==> src/etc_defines.vh <==
// constants for the eight-bit timer/counter block
`ifndef ETC_DEFINES_VH
`define ETC_DEFINES_VH
`define ETC_OFF_COUNT 8'h00
`define ETC_OFF_OPTION 8'h04
`define ETC_OFF_INTCTL 8'h08
`define ETC_OFF_STATUS 8'h0c
`define ETC_OFF_MASK 8'h10
`define ETC_OFF_SLEEP 8'h14
`define ETC_OPT_RESET 8'hff
`define ETC_OPT_SRC 5
`define ETC_OPT_EDGE 4
`define ETC_OPT_PSA 3
`define ETC_OPT_PS_HI 2
`define ETC_OPT_PS_LO 0
`define ETC_IC_FLAG 2
`define ETC_IC_EN 5
`define ETC_INHIBIT_CYC 2'h2
`define ETC_RESP_OKAY 2'b00
`define ETC_RESP_SLVERR 2'b10
`endif

==> src/etc_prescaler.v <==
// shared eight-bit prescaler with selectable tap
`timescale 1ns/1ps
`default_nettype none
module etc_prescaler
(
  // clock and reset
  input wire mclk,
  input wire rst,
  // control
  input wire tick,
  input wire clear,
  input wire [2:0] prescale_select,
  // output
  output reg terminal
);
  reg [7:0] div_q;
  wire [7:0] div_d;
  wire [8:0] sum;
  assign sum = {1'b0, div_q} + 9'h001;
  assign div_d = sum[7:0];
  always @*
  begin
    terminal = tick & (div_q[prescale_select] == 1'b1) & (sum[prescale_select]
      == 1'b0);
  end
  always @(posedge mclk or posedge rst)
  begin
    if (rst)
      div_q <= 8'h00;
    else if (clear)
      div_q <= 8'h00;
    else if (tick)
      div_q <= div_d;
  end
endmodule
`default_nettype wire

==> src/etc_timer.v <==
// eight-bit timer/counter with axi4-lite registers
//
// Our own choices: the register offsets and the AXI4-Lite interface to the registers.
`timescale 1ns/1ps
`default_nettype none
`include "etc_defines.vh"
module etc_timer
(
  // clock and reset
  input wire mclk,
  input wire rst,
  // axi4-lite write address
  input wire [7:0] s_axi_awaddr,
  input wire s_axi_awvalid,
  output reg s_axi_awready,
  // axi4-lite write data
  input wire [31:0] s_axi_wdata,
  input wire [3:0] s_axi_wstrb,
  input wire s_axi_wvalid,
  output reg s_axi_wready,
  // axi4-lite write response
  output reg [1:0] s_axi_bresp,
  output reg s_axi_bvalid,
  input wire s_axi_bready,
  // axi4-lite read address
  input wire [7:0] s_axi_araddr,
  input wire s_axi_arvalid,
  output reg s_axi_arready,
  // axi4-lite read data
  output reg [31:0] s_axi_rdata,
  output reg [1:0] s_axi_rresp,
  output reg s_axi_rvalid,
  input wire s_axi_rready,
  // external count pin and watchdog
  input wire external_count_input,
  input wire wdt_tick,
  output reg wdt_timeout,
  // interrupts
  output reg overflow_irq,
  output reg irq
);
  reg [7:0] count_value_register;
  reg [7:0] option_q;
  reg [7:0] intctl_q;
  reg status_q;
  reg mask_q;
  reg sleep_q;
  reg [1:0] inhibit_q;
  reg pin_s1_q;
  reg pin_s2_q;
  reg pin_s3_q;
  reg [7:0] awaddr_q;
  reg [31:0] wdata_q;
  reg [3:0] wstrb_q;
  reg aw_have_q;
  reg w_have_q;
  wire count_source_select;
  wire count_edge_select;
  wire prescaler_assignment;
  wire [2:0] prescale_select;
  wire overflow_flag;
  wire overflow_irq_enable;
  wire rise;
  wire fall;
  wire src_tick;
  wire pre_tick;
  wire pre_term;
  wire cnt_step;
  wire wrap;
  wire do_write;
  wire wr_count;
  wire wr_option;
  wire wr_intctl;
  wire rd_take;
  wire rd_status;
  wire wdt_term;
  reg [31:0] rd_val;
  reg rd_ok;
  assign count_source_select = option_q[`ETC_OPT_SRC];
  assign count_edge_select = option_q[`ETC_OPT_EDGE];
  assign prescaler_assignment = option_q[`ETC_OPT_PSA];
  assign prescale_select = option_q[`ETC_OPT_PS_HI:`ETC_OPT_PS_LO];
  assign overflow_flag = intctl_q[`ETC_IC_FLAG];
  assign overflow_irq_enable = intctl_q[`ETC_IC_EN];
  // pin passes three flops; edge logic looks only at the later stages
  assign rise = pin_s2_q & ~pin_s3_q;
  assign fall = ~pin_s2_q & pin_s3_q;
  assign src_tick = count_source_select ?
    (count_edge_select ? fall : rise) : 1'b1;
  // prescaler is fed from the counter source or the watchdog, never both
  assign pre_tick = prescaler_assignment ? wdt_tick : src_tick;
  // sleep and inhibit hold the counter only; the prescaler keeps running
  assign cnt_step = ~sleep_q & (inhibit_q == 2'b00) &
    (prescaler_assignment ? src_tick : pre_term);
  assign wdt_term = prescaler_assignment ? pre_term : wdt_tick;
  // a write overrides the step of its own edge, so it raises no overflow
  assign wrap = cnt_step & ~wr_count &
    (count_value_register == 8'hff);
  assign do_write = aw_have_q & w_have_q & ~s_axi_bvalid;
  assign wr_count = do_write & (awaddr_q == `ETC_OFF_COUNT) & wstrb_q[0];
  assign wr_option = do_write & (awaddr_q == `ETC_OFF_OPTION) & wstrb_q[0];
  assign wr_intctl = do_write & (awaddr_q == `ETC_OFF_INTCTL) & wstrb_q[0];
  assign rd_take = s_axi_arvalid & s_axi_arready;
  assign rd_status = rd_take & (s_axi_araddr == `ETC_OFF_STATUS);
  etc_prescaler u_pre
  (
    .mclk(mclk),
    .rst(rst),
    .tick(pre_tick),
    .clear(wr_count | wr_option),
    .prescale_select(prescale_select),
    .terminal(pre_term)
  );
  function is_mapped;
    input [7:0] a;
    begin
      is_mapped = (a == `ETC_OFF_COUNT) | (a == `ETC_OFF_OPTION) |
        (a == `ETC_OFF_INTCTL) | (a == `ETC_OFF_STATUS) |
        (a == `ETC_OFF_MASK) | (a == `ETC_OFF_SLEEP);
    end
  endfunction
  // unmapped reads return zero with an error response
  always @*
  begin
    rd_val = 32'h00000000;
    rd_ok = 1'b1;
    case (s_axi_araddr)
      `ETC_OFF_COUNT: rd_val[7:0] = count_value_register;
      `ETC_OFF_OPTION: rd_val[7:0] = option_q;
      `ETC_OFF_INTCTL: rd_val[7:0] = intctl_q;
      `ETC_OFF_STATUS: rd_val[0] = status_q;
      `ETC_OFF_MASK: rd_val[0] = mask_q;
      `ETC_OFF_SLEEP: rd_val[0] = sleep_q;
      default: rd_ok = 1'b0;
    endcase
  end
  // pin synchroniser
  always @(posedge mclk or posedge rst)
  begin
    if (rst)
    begin
      pin_s1_q <= 1'b0;
      pin_s2_q <= 1'b0;
      pin_s3_q <= 1'b0;
    end
    else
    begin
      pin_s1_q <= external_count_input;
      pin_s2_q <= pin_s1_q;
      pin_s3_q <= pin_s2_q;
    end
  end
  // counter and inhibit window
  always @(posedge mclk or posedge rst)
  begin
    if (rst)
    begin
      count_value_register <= 8'h00;
      inhibit_q <= 2'b00;
    end
    else if (wr_count)
    begin
      count_value_register <= wdata_q[7:0];
      inhibit_q <= `ETC_INHIBIT_CYC;
    end
    else
    begin
      if (inhibit_q != 2'b00)
        inhibit_q <= inhibit_q - 2'b01;
      if (cnt_step)
        count_value_register <= count_value_register + 8'h01;
    end
  end
  // control registers and flags; a hardware set wins over a clear
  // option resets to all ones: prescaler on the watchdog, slowest ratio
  always @(posedge mclk or posedge rst)
  begin
    if (rst)
    begin
      option_q <= `ETC_OPT_RESET;
      intctl_q <= 8'h00;
      status_q <= 1'b0;
      mask_q <= 1'b0;
      sleep_q <= 1'b0;
    end
    else
    begin
      if (wr_option)
        option_q <= wdata_q[7:0];
      if (wr_intctl)
        intctl_q <= wdata_q[7:0];
      if (wrap)
        intctl_q[`ETC_IC_FLAG] <= 1'b1;
      if (do_write & (awaddr_q == `ETC_OFF_MASK) & wstrb_q[0])
        mask_q <= wdata_q[0];
      if (do_write & (awaddr_q == `ETC_OFF_SLEEP) & wstrb_q[0])
        sleep_q <= wdata_q[0];
      if (wrap)
        status_q <= 1'b1;
      else if (rd_status)
        status_q <= 1'b0;
    end
  end
  // outputs from flops
  always @(posedge mclk or posedge rst)
  begin
    if (rst)
    begin
      overflow_irq <= 1'b0;
      irq <= 1'b0;
      wdt_timeout <= 1'b0;
    end
    else
    begin
      overflow_irq <= overflow_flag & overflow_irq_enable;
      irq <= status_q & mask_q;
      wdt_timeout <= wdt_term;
    end
  end
  // axi4-lite write path: address and data taken in either order
  // idle readies toggle, so an offer waits at most one extra cycle
  always @(posedge mclk or posedge rst)
  begin
    if (rst)
    begin
      awaddr_q <= 8'h00;
      wdata_q <= 32'h00000000;
      wstrb_q <= 4'h0;
      aw_have_q <= 1'b0;
      w_have_q <= 1'b0;
      s_axi_awready <= 1'b0;
      s_axi_wready <= 1'b0;
      s_axi_bvalid <= 1'b0;
      s_axi_bresp <= `ETC_RESP_OKAY;
    end
    else
    begin
      s_axi_awready <= ~aw_have_q & ~s_axi_awready & ~s_axi_bvalid;
      s_axi_wready <= ~w_have_q & ~s_axi_wready & ~s_axi_bvalid;
      if (s_axi_awvalid & s_axi_awready)
      begin
        awaddr_q <= s_axi_awaddr;
        aw_have_q <= 1'b1;
        s_axi_awready <= 1'b0;
      end
      if (s_axi_wvalid & s_axi_wready)
      begin
        wdata_q <= s_axi_wdata;
        wstrb_q <= s_axi_wstrb;
        w_have_q <= 1'b1;
        s_axi_wready <= 1'b0;
      end
      if (do_write)
      begin
        s_axi_bvalid <= 1'b1;
        s_axi_bresp <= is_mapped(awaddr_q) ? `ETC_RESP_OKAY :
          `ETC_RESP_SLVERR;
      end
      else if (s_axi_bvalid & s_axi_bready)
      begin
        s_axi_bvalid <= 1'b0;
        aw_have_q <= 1'b0;
        w_have_q <= 1'b0;
      end
    end
  end
  // axi4-lite read path
  always @(posedge mclk or posedge rst)
  begin
    if (rst)
    begin
      s_axi_arready <= 1'b0;
      s_axi_rvalid <= 1'b0;
      s_axi_rdata <= 32'h00000000;
      s_axi_rresp <= `ETC_RESP_OKAY;
    end
    else
    begin
      if (rd_take)
      begin
        s_axi_arready <= 1'b0;
        s_axi_rvalid <= 1'b1;
        s_axi_rdata <= rd_val;
        s_axi_rresp <= rd_ok ? `ETC_RESP_OKAY : `ETC_RESP_SLVERR;
      end
      else
      begin
        // ready rises whether or not arvalid already waits, so a master
        // that offers the address first is never left hanging
        if (~s_axi_arready & ~s_axi_rvalid)
          s_axi_arready <= 1'b1;
        if (s_axi_rvalid & s_axi_rready)
          s_axi_rvalid <= 1'b0;
      end
    end
  end
endmodule
`default_nettype wire

==> config.mk <==
export PLATFORM = sky130hd
export DESIGN_NAME = etc_timer
export DESIGN_NICKNAME = d
export VERILOG_FILES = /design/src/etc_prescaler.v /design/src/etc_timer.v
export VERILOG_INCLUDE_DIRS = /design/src /design/src/src
export SDC_FILE = /design/constraint.sdc
export NUM_CORES = 1
export LEC_CHECK = 0
export BUFFER_PORTS_ARGS = -buffer_cell sky130_fd_sc_hd__buf_2
export CAP_MARGIN = 10
export CORE_MARGIN = 2
export CORE_UTILIZATION = 47
export CTS_CLUSTER_DIAMETER = 50
export CTS_CLUSTER_SIZE = 28
export DETAILED_ROUTE_END_ITERATION = 10
export GPL_TIMING_DRIVEN = 0
export PLACE_DENSITY_LB_ADDON = 0.15
export SYNTH_ARGS = -nofsm -noshare
export SYNTH_HDL_FRONTEND = slang
export SYNTH_SLANG_ARGS = --single-unit
==> constraint.sdc <==
create_clock -name mclk -period 2.25 [get_ports mclk]
set_clock_uncertainty 0.1 [all_clocks]
set_input_delay 0.3375 -clock mclk [delete_from_list [all_inputs] [get_ports mclk]]
set_output_delay 0.3375 -clock mclk [all_outputs]
set_load 0.01 [all_outputs]
==> results by group, run 1 <==
Flow run
  – Max cap viols: 0

Placed design
  – DP Wirelength: 5500 um
  – Worst-case setup slack after placement: -242 ps
  – GPL Wtd Cong: 0.884
  – Port Buf Inserts: 51

Floorplan
  – Die height: ~94 um
  – Initial standard-cell utilization of the core: between 40% and 50%
  – Die width: 94.5 um
  – Overall die area: ~8900 um2
  – Row cnt: 32
  – Top Ports: 105
  – Placeable core area: 7850 um2

STA
  – Max Fclk: 429 MHz
  – Final count of hold timing violations: 0
  – Setup repair after global routing missed its margin: yes
  – Slew at the pin with the worst max-slew slack: 665 ps
  – Final-report setup violation count: 6
  – Final Worst Setup Slack: -82.1 ps
  – Period utilisation layout: 104%
  – Slew Limit Fails: 0
  – Final Critical Period: 2330 ps
  – Worst-case headroom to the max-slew limit: 55.7%

Synth
  – Synth Cell Area: between 3000 and 4000 um2
  – Fraction of synthesis flops using an asynchronous set or reset pin: 100%
  – Count of different cell masters after synthesis: 53
  – Yosys warning count: 0
  – Yosys top cell area share: 44.9%
  – Main area contributors after synthesis: dfrtp_1 (45%), mux2_2 (11%), dfstp_2 (5.5%)
  – Most numerous cell in the Yosys netlist: dfrtp_1
  – Yosys reg bits: 77
  – Proportion of synthesized chip area in sequential cells: 50.3%
  – Top_reg_cell synth: dfrtp_1
  – Post-synthesis area per instance: about 11 um2
  – Number of enable-type register cells in the synthesized netlist: 0
  – Synthesized instance count: between 300 and 400
  – Commonest cells post-synth: dfrtp_1 (69), mux2_2 (36), nand2_1 (35), buf_4 (27), o21ai_0 (20)
  – Largest area contributor in the netlist: dfrtp_1

Setup path
  – FF-to-FF path depth: 8
  – Worst path max stage delay: about 460 ps
  – End of the critical path: count_value_register[2]
  – Critical path startpoint category: flip-flop
  – Cells traversed along the worst timing path: ha_4 > and3_4 > and4_1 > nor3_4 > a311oi_4 > or3b_4 > xor2_1 > o21ai_1
  – Reg-to-reg setup timing slack: -80 ps
  – Critical path peak fanout: 6
  – Critical register-to-register path startpoint: u_pre.div_q[0]
  – Library cell contributing the largest single delay on the critical path: dfrtp_2
  – Worst EP arrival: 2520 ps
  – Endpoint of the most critical register-to-register path: count_value_register[2]
  – Critical path class: flip-flop to flip-flop
  – Setup crit start: u_pre.div_q[0]
  – CP endpoint kind: flip-flop
  – Required time of the critical path: roughly 2400 ps

Detailed routing
  – Total iterations of the first detailed-routing run: 4
  – Remaining design rule violation count: 0
  – First DRT Iteration DRCs: 120
  – Mean routed wirelength per cell: around 14 um
  – Remaining antenna violation count: 0
  – Via Count: 2755
  – Detailed Route WL: 7610 um
  – Ratio of routed vias to standard cells: ~5.0

Finish
  – Synthesis-to-finish area growth: 24.7%
  – Filler cell count: 661
  – Fraction of final layout cells with drive strength greater than 1: between 40% and 50%
  – Antenna cell count: 0
  – Fin util: 61.1%
  – Fin nets: approximately 510

Min path
  – Worst Hold Class: input pin to flip-flop

CTS
  – H-tree depth reported by CTS: 3
  – Buffer type at the clock tree root: clkbuf_8
  – Register clock-pin slew on the reported worst setup and hold paths: approximately 80 ps
  – Source-to-sink clock delay at the later pin of the worst-skew pair: between 300 and 400 ps
  – Sinks on Clock Net: 77
  – Cts bufs inserted: 9
  – CTS tree: built
  – Buffer levels on the longest clock path: 2

Power and ir drop
  – Leak pwr: between 2 and 2.5 nW
  – Cell Pwr Density: 1070 nW/um2
  – Worst supply voltage drop on vdd: around 0.58 mV

Global routing
  – First-pass GRT wire length: 12600 um
  – Overall global routing resource usage: 18.4%
  – Leftover overflow at the end of global routing: 0
  – Number of global-route vias before repair: 2556
  – Pin count of the biggest net entering global routing: 32
  – Initial antenna violation count: 0

Outcome
  – Violations in the final reports: setup timing
  – Status: complete, but fails checks
-- logic make-up after synthesis --
logic type | count (synthesis) | share of synthesized area (%)
other | 1 | 0.0975
AND/OR/NAND/NOR | 102 | 14.4
flip-flops | 77 | 50.3
multiplexers | 49 | 14.6
AO/OA/AOI/OAI | 53 | 9.14
XOR/XNOR | 14 | 3.19
adder cells (fa/ha/maj) | 3 | 0.976
buffers and inverters | 42 | 7.32
-- sequential cells by signal, summed over array words and instances (netlist names), 2 cells and up --
signal and flops:
awaddr_q 8, count_value_register 8, intctl_q 8, option_q 8, s_axi_rdata 8, u_pre.div_q 8, wdata_q 8, inhibit_q 2
-- worst min-delay path by stage --
stage	start	endpoint	depth (start not counted)
3_5_place_dp	pin_s1_q	pin_s2_q	0
2_1_floorplan	pin_s1_q	pin_s2_q	0
6_report	s_axi_rready	s_axi_rvalid	2
5_1_grt	s_axi_rready	s_axi_rvalid	2
4_1_cts	s_axi_rready	s_axi_rvalid	2
3_3_place_gp	pin_s1_q	pin_s2_q	0
-- critical path: cells and delay by family (launching register included) --
kind / cells / cell delay [ps]
XOR/XNOR: 1 / 150
AO/OA/AOI/OAI: 2 / 290
flip-flops: 1 / 460
AND/OR/NAND/NOR: 4 / 1090
adder cells (fa/ha/maj): 1 / 180
-- routing by layer --
| layer | vias to the layer above | global-route usage [%] | wire length, um |
|---|---|---|---|
| met5 | - | 0 | 0 |
| met4 | 0 | 7.49 | 118 |
| met3 | 12 | 3.59 | 543 |
| met2 | 90 | 28.4 | 3370 |
| met1 | 1296 | 25.5 | 3580 |
| li1 | 1357 | - | - |
-- layout by cell type, fill, tap and decap left out, types with 2 or more instances in the layout --
cell type / Yosys / layout
a21oi_1: 10 / 8
a21oi_2: 0 / 2
a22o_1: 7 / 7
a31oi_1: 2 / 2
and2_1: 3 / 3
and4_1: 2 / 2
and4_2: 2 / 2
buf_12: 0 / 2
buf_2: 0 / 51
buf_4: 27 / 36
buf_6: 3 / 4
bufinv_16: 0 / 2
clkbuf_1: 4 / 4
clkbuf_8: 0 / 10
clkinvlp_4: 0 / 3
conb_1: 1 / 26
dfrtp_1: 69 / 68
dfstp_2: 8 / 8
dlygate4sd3_1: 0 / 2
ha_1: 3 / 2
inv_1: 7 / 6
mux2_2: 36 / 36
mux2i_1: 11 / 11
mux4_2: 2 / 2
nand2_1: 35 / 33
nand2_2: 2 / 4
nand3_1: 7 / 5
nand3_2: 0 / 2
nand3b_1: 3 / 3
nand4_1: 4 / 4
nor2_1: 14 / 14
nor2b_1: 4 / 4
nor3_1: 9 / 7
nor3_2: 2 / 2
nor3_4: 0 / 2
o21ai_0: 20 / 15
o21ai_1: 3 / 8
xnor2_1: 7 / 6
xor2_1: 7 / 7
-- final cells by class --
cell class / count / area, um2 / share of cell area [%]
Sequential cell: 77 / 1940 / 40.4
Multi-Input combinational cell: 247 / 1820 / 38.0
Timing Repair Buffer: 65 / 394 / 8.22
Buffer: 35 / 256 / 5.35
Clock buffer: 11 / 141 / 2.95
Tap cell: 102 / 128 / 2.66
Clock inverter: 5 / 83.8 / 1.75
Inverter: 7 / 30.0 / 0.626
-- what timing repair did --
action | 4_1_cts | 5_1_grt
resized for setup | 17 | 7
hold buffers | 2 | 0
buffers inserted | 6 | 4
endpoints found under the setup margin | 19 | 19
hold endpoints to repair | 20 | 0
pin swaps | 6 | 13
-- report_power, final --
group          internal, mW  total [mW]  switching [mW]
clock network         0.657        1.18           0.520
registers              1.81        2.25           0.437
logic                 0.883        1.69           0.809
total                  3.35        5.12            1.77
-- through the flow --
step	total power, mW	hold slack [ps]	instances	setup TNS, ps	instance area, um2
global placement	3.63	232	519	-2520	4340
CTS	5.06	58.0	545	-423	4740
global route	5.45	68.4	549	-1150	4800
detailed placement	3.70	237	521	-3300	4380
floorplan	3.30	231	366	-18.5	3960
finish	5.12	63.5	549	-294	4800
(Power assumes the default switching activity.)
==> run 2, diff against run 1 <==
Settings changed: CORE_MARGIN 2 to not set.
Clock period 2.25 ns to 2.1 ns, I/O delays scaled along.
==> run 2 against run 1 <==
  * The flow finishes with violations (hold timing, setup timing)
  * Global-route usage is 1.6 points higher
  * Routed wire length is 4.0% higher
  * Sequential cell count stayed put
  * Design area is 3.8% higher
  * Power is 14% higher
  * Core utilization is 2.7 points higher
  * Non-clock buffer count is 10 higher
  * Die area is 4.2% lower
  * Cell count is 1.6% higher
  * Setup slack worse by 160 ps
  * Worst hold slack worse by 70 ps
  * Largest cell class unchanged
==> results by group, run 2 (synthesized netlist as in run 1, its figures left out) <==
Detailed routing
  – First DRT Iteration DRCs: 143 (+19%)
  – Remaining design rule violation count: 0 (unchanged)
  – Remaining antenna violation count: 0 (unchanged)
  – Total iterations of the first detailed-routing run: 4 (unchanged)
  – Mean routed wirelength per cell: 14.2 um (+2.3%)
  – Ratio of routed vias to standard cells: 5.11 (+1.9%)
  – Via Count: 2854 (+3.6%)
  – Detailed Route WL: 7910 um (+4.0%)

CTS
  – Sinks on Clock Net: 77 (unchanged)
  – Buffer type at the clock tree root: clkbuf_8
  – Register clock-pin slew on the reported worst setup and hold paths: 80 ps (about the same)
  – Cts bufs inserted: 9 (unchanged)
  – CTS tree: built
  – Buffer levels on the longest clock path: 2 (unchanged)
  – H-tree depth reported by CTS: 3 (unchanged)
  – Source-to-sink clock delay at the later pin of the worst-skew pair: 340 ps (about the same)

Flow run
  – Max cap viols: 0 (unchanged)

Global routing
  – Pin count of the biggest net entering global routing: 44 (+38%)
  – Leftover overflow at the end of global routing: 0 (unchanged)
  – Initial antenna violation count: 0 (unchanged)
  – Overall global routing resource usage: 19.9% (+1.6 points)
  – First-pass GRT wire length: 13100 um (+4.5%)
  – Number of global-route vias before repair: 2691 (+5.3%)

STA
  – Setup repair after global routing missed its margin: yes
  – Final Critical Period: 2340 ps (+9.62 ps)
  – Final-report setup violation count: 10 (+4)
  – Period utilisation layout: 112% (+7.9 points)
  – Max Fclk: 427 MHz (-0.41%)
  – Worst-case headroom to the max-slew limit: 49.2% (-6.5 points)
  – Final count of hold timing violations: 8 (+8)
  – Smallest hold slack: -6.18 ps (-69.6 ps)
  – Slew at the pin with the worst max-slew slack: 760 ps (+95.2 ps)
  – Final Worst Setup Slack: -242 ps (-160 ps)
  – Slew Limit Fails: 0 (unchanged)

Finish
  – Fin util: 63.8% (+2.7 points)
  – Finished layout cell area: 4980 um2 (+3.8%)
  – Antenna cell count: 0 (unchanged)
  – Commonest cells after routing, fill and taps aside: dfrtp_1 (68), buf_2 (51), buf_4 (45), mux2_2 (34), nand2_1 (33)
  – Fin nets: 516 (+2.0%)
  – Commonest non-fill, non-tap cell in the layout: dfrtp_1
  – Synthesis-to-finish area growth: 29.4%
  – Fraction of final layout cells with drive strength greater than 1: 44.7% (+3.1 points)
  – Number of standard cells in the layout, taps in and fillers out: 558 (+1.6%)

Setup path
  – Critical path startpoint category: flip-flop
  – Required time of the critical path: 2230 ps (-210 ps)
  – Critical path class: flip-flop to flip-flop
  – Setup crit start: option_q[0]
  – Worst EP arrival: 2470 ps (-50 ps)
  – CP endpoint kind: flip-flop
  – Critical register-to-register path startpoint: option_q[0]
  – Reg-to-reg setup timing slack: -240 ps (-160 ps)
  – FF-to-FF path depth: 8 (unchanged)
  – End of the critical path: count_value_register[5]
  – Critical path peak fanout: 6 (unchanged)
  – Endpoint of the most critical register-to-register path: count_value_register[5]

Power and ir drop
  – Worst supply voltage drop on vdd: 0.738 mV (+28%)
  – Cell Pwr Density: 1170 nW/um2 (+9.5%)
  – Leak pwr: 2.36 nW (+4.7%)

Placed design
  – GPL Wtd Cong: 0.813 (-8.0%)
  – Area after detailed placement: 4360 um2 (-0.46%)
  – DP Wirelength: 5380 um (-2.3%)
  – Post-placement cell count: 520 (-0.19%)
  – Port Buf Inserts: 51 (unchanged)

Min path
  – Worst Hold Class: input pin to asynchronous set/reset pin

Outcome
  – Violations in the final reports: hold timing, setup timing
  – Status: complete, but fails checks

Floorplan
  – Die width: 92.5 um (-2.1%)
  – Initial standard-cell utilization of the core: 49.3% (+0.25 points)
  – Overall die area: 8550 um2 (-4.2%)
  – Die height: 92.5 um (-2.1%)
  – Placeable core area: 7810 um2 (-0.51%)
  – Top Ports: 105 (unchanged)
  – Row cnt: 32 (unchanged)
[run 2: cell count changes in the layout (fill, tap and decap cells not counted), moves of 2 or more]
cell        delta
nand2_2        -2
nor3_1         -2
nand2_4        +2
buf_4          +9
clkinvlp_4     -2
and4_4         +2
buf_6          +3
mux2_4         +2
o21ai_2        +2
mux2_2         -2
[run 2: how the worst min path moves through the flow]
stage,startpoint,end,slack [ps],cells past startpoint
after detailed placement,pin_s1_q,pin_s2_q,230,0
final,rst,wdata_q[7],-6,2
after CTS,rst,wdata_q[4],10,2
after floorplan,pin_s1_q,pin_s2_q,230,0
after global placement,pin_s1_q,pin_s2_q,230,0
after global routing,s_axi_rready,s_axi_rvalid,30,2
[run 2: through the flow]
| stage | hold slack, ps | TNS, ps | power (mW) | setup WS [ps] |
|---|---|---|---|---|
| finish | -6.18 | -1760 | 5.82 | -242 |
| global route | 25.6 | -2920 | 6.19 | -312 |
| CTS | 14.3 | -1780 | 5.64 | -251 |
| detailed placement | 235 | -6220 | 3.98 | -361 |
| global placement | 232 | -5920 | 3.89 | -362 |
| floorplan | 231 | -402 | 3.53 | -168 |
[run 2: timing repair]
| action | 4_1_cts | 5_1_grt |
|---|---|---|
| setup endpoints to repair | 27 | 21 |
| hold endpoints to repair | 1 | 0 |
| gates resized for setup | 25 | 22 |
| setup buffers | 18 | 4 |
| hold buffers | 1 | 0 |
| pin swaps | 11 | 17 |
[run 2: where the power goes]
| group | internal (mW) | switching, mW |
|---|---|---|
| Sequential | 1.94 | 0.507 |
| Combinational | 1.09 | 0.969 |
| Clock | 0.787 | 0.523 |
[run 2: per-layer routing]
layer | global-route usage [%] | wire [um] | vias up
li1 | - | - | 1375
met1 | 27.2 | 3690 | 1387
met2 | 31.3 | 3720 | 84
met3 | 5.17 | 417 | 8
met4 | 5.86 | 83 | 0
met5 | 0 | 0 | -
[run 2: layout make-up]
cell class	count	area [um2]
fillers	639	2830
flip-flops and latches	77	1940
multi-input cells	247	1920
repair buffers	75	474
plain buffers	35	263
clock buffers	11	131
well taps	102	128
clock inverters	4	98.8
inverters	7	30.0
[run 2: worst max-delay path: stages (launching register included)]
cell and delay (ps):
dfstp_2 570, mux4_2 510, nand2_2 90, nor3_4 60
a311oi_4 260, buf_6 170, nor2_4 40, and3_1 160
a311o_1 270
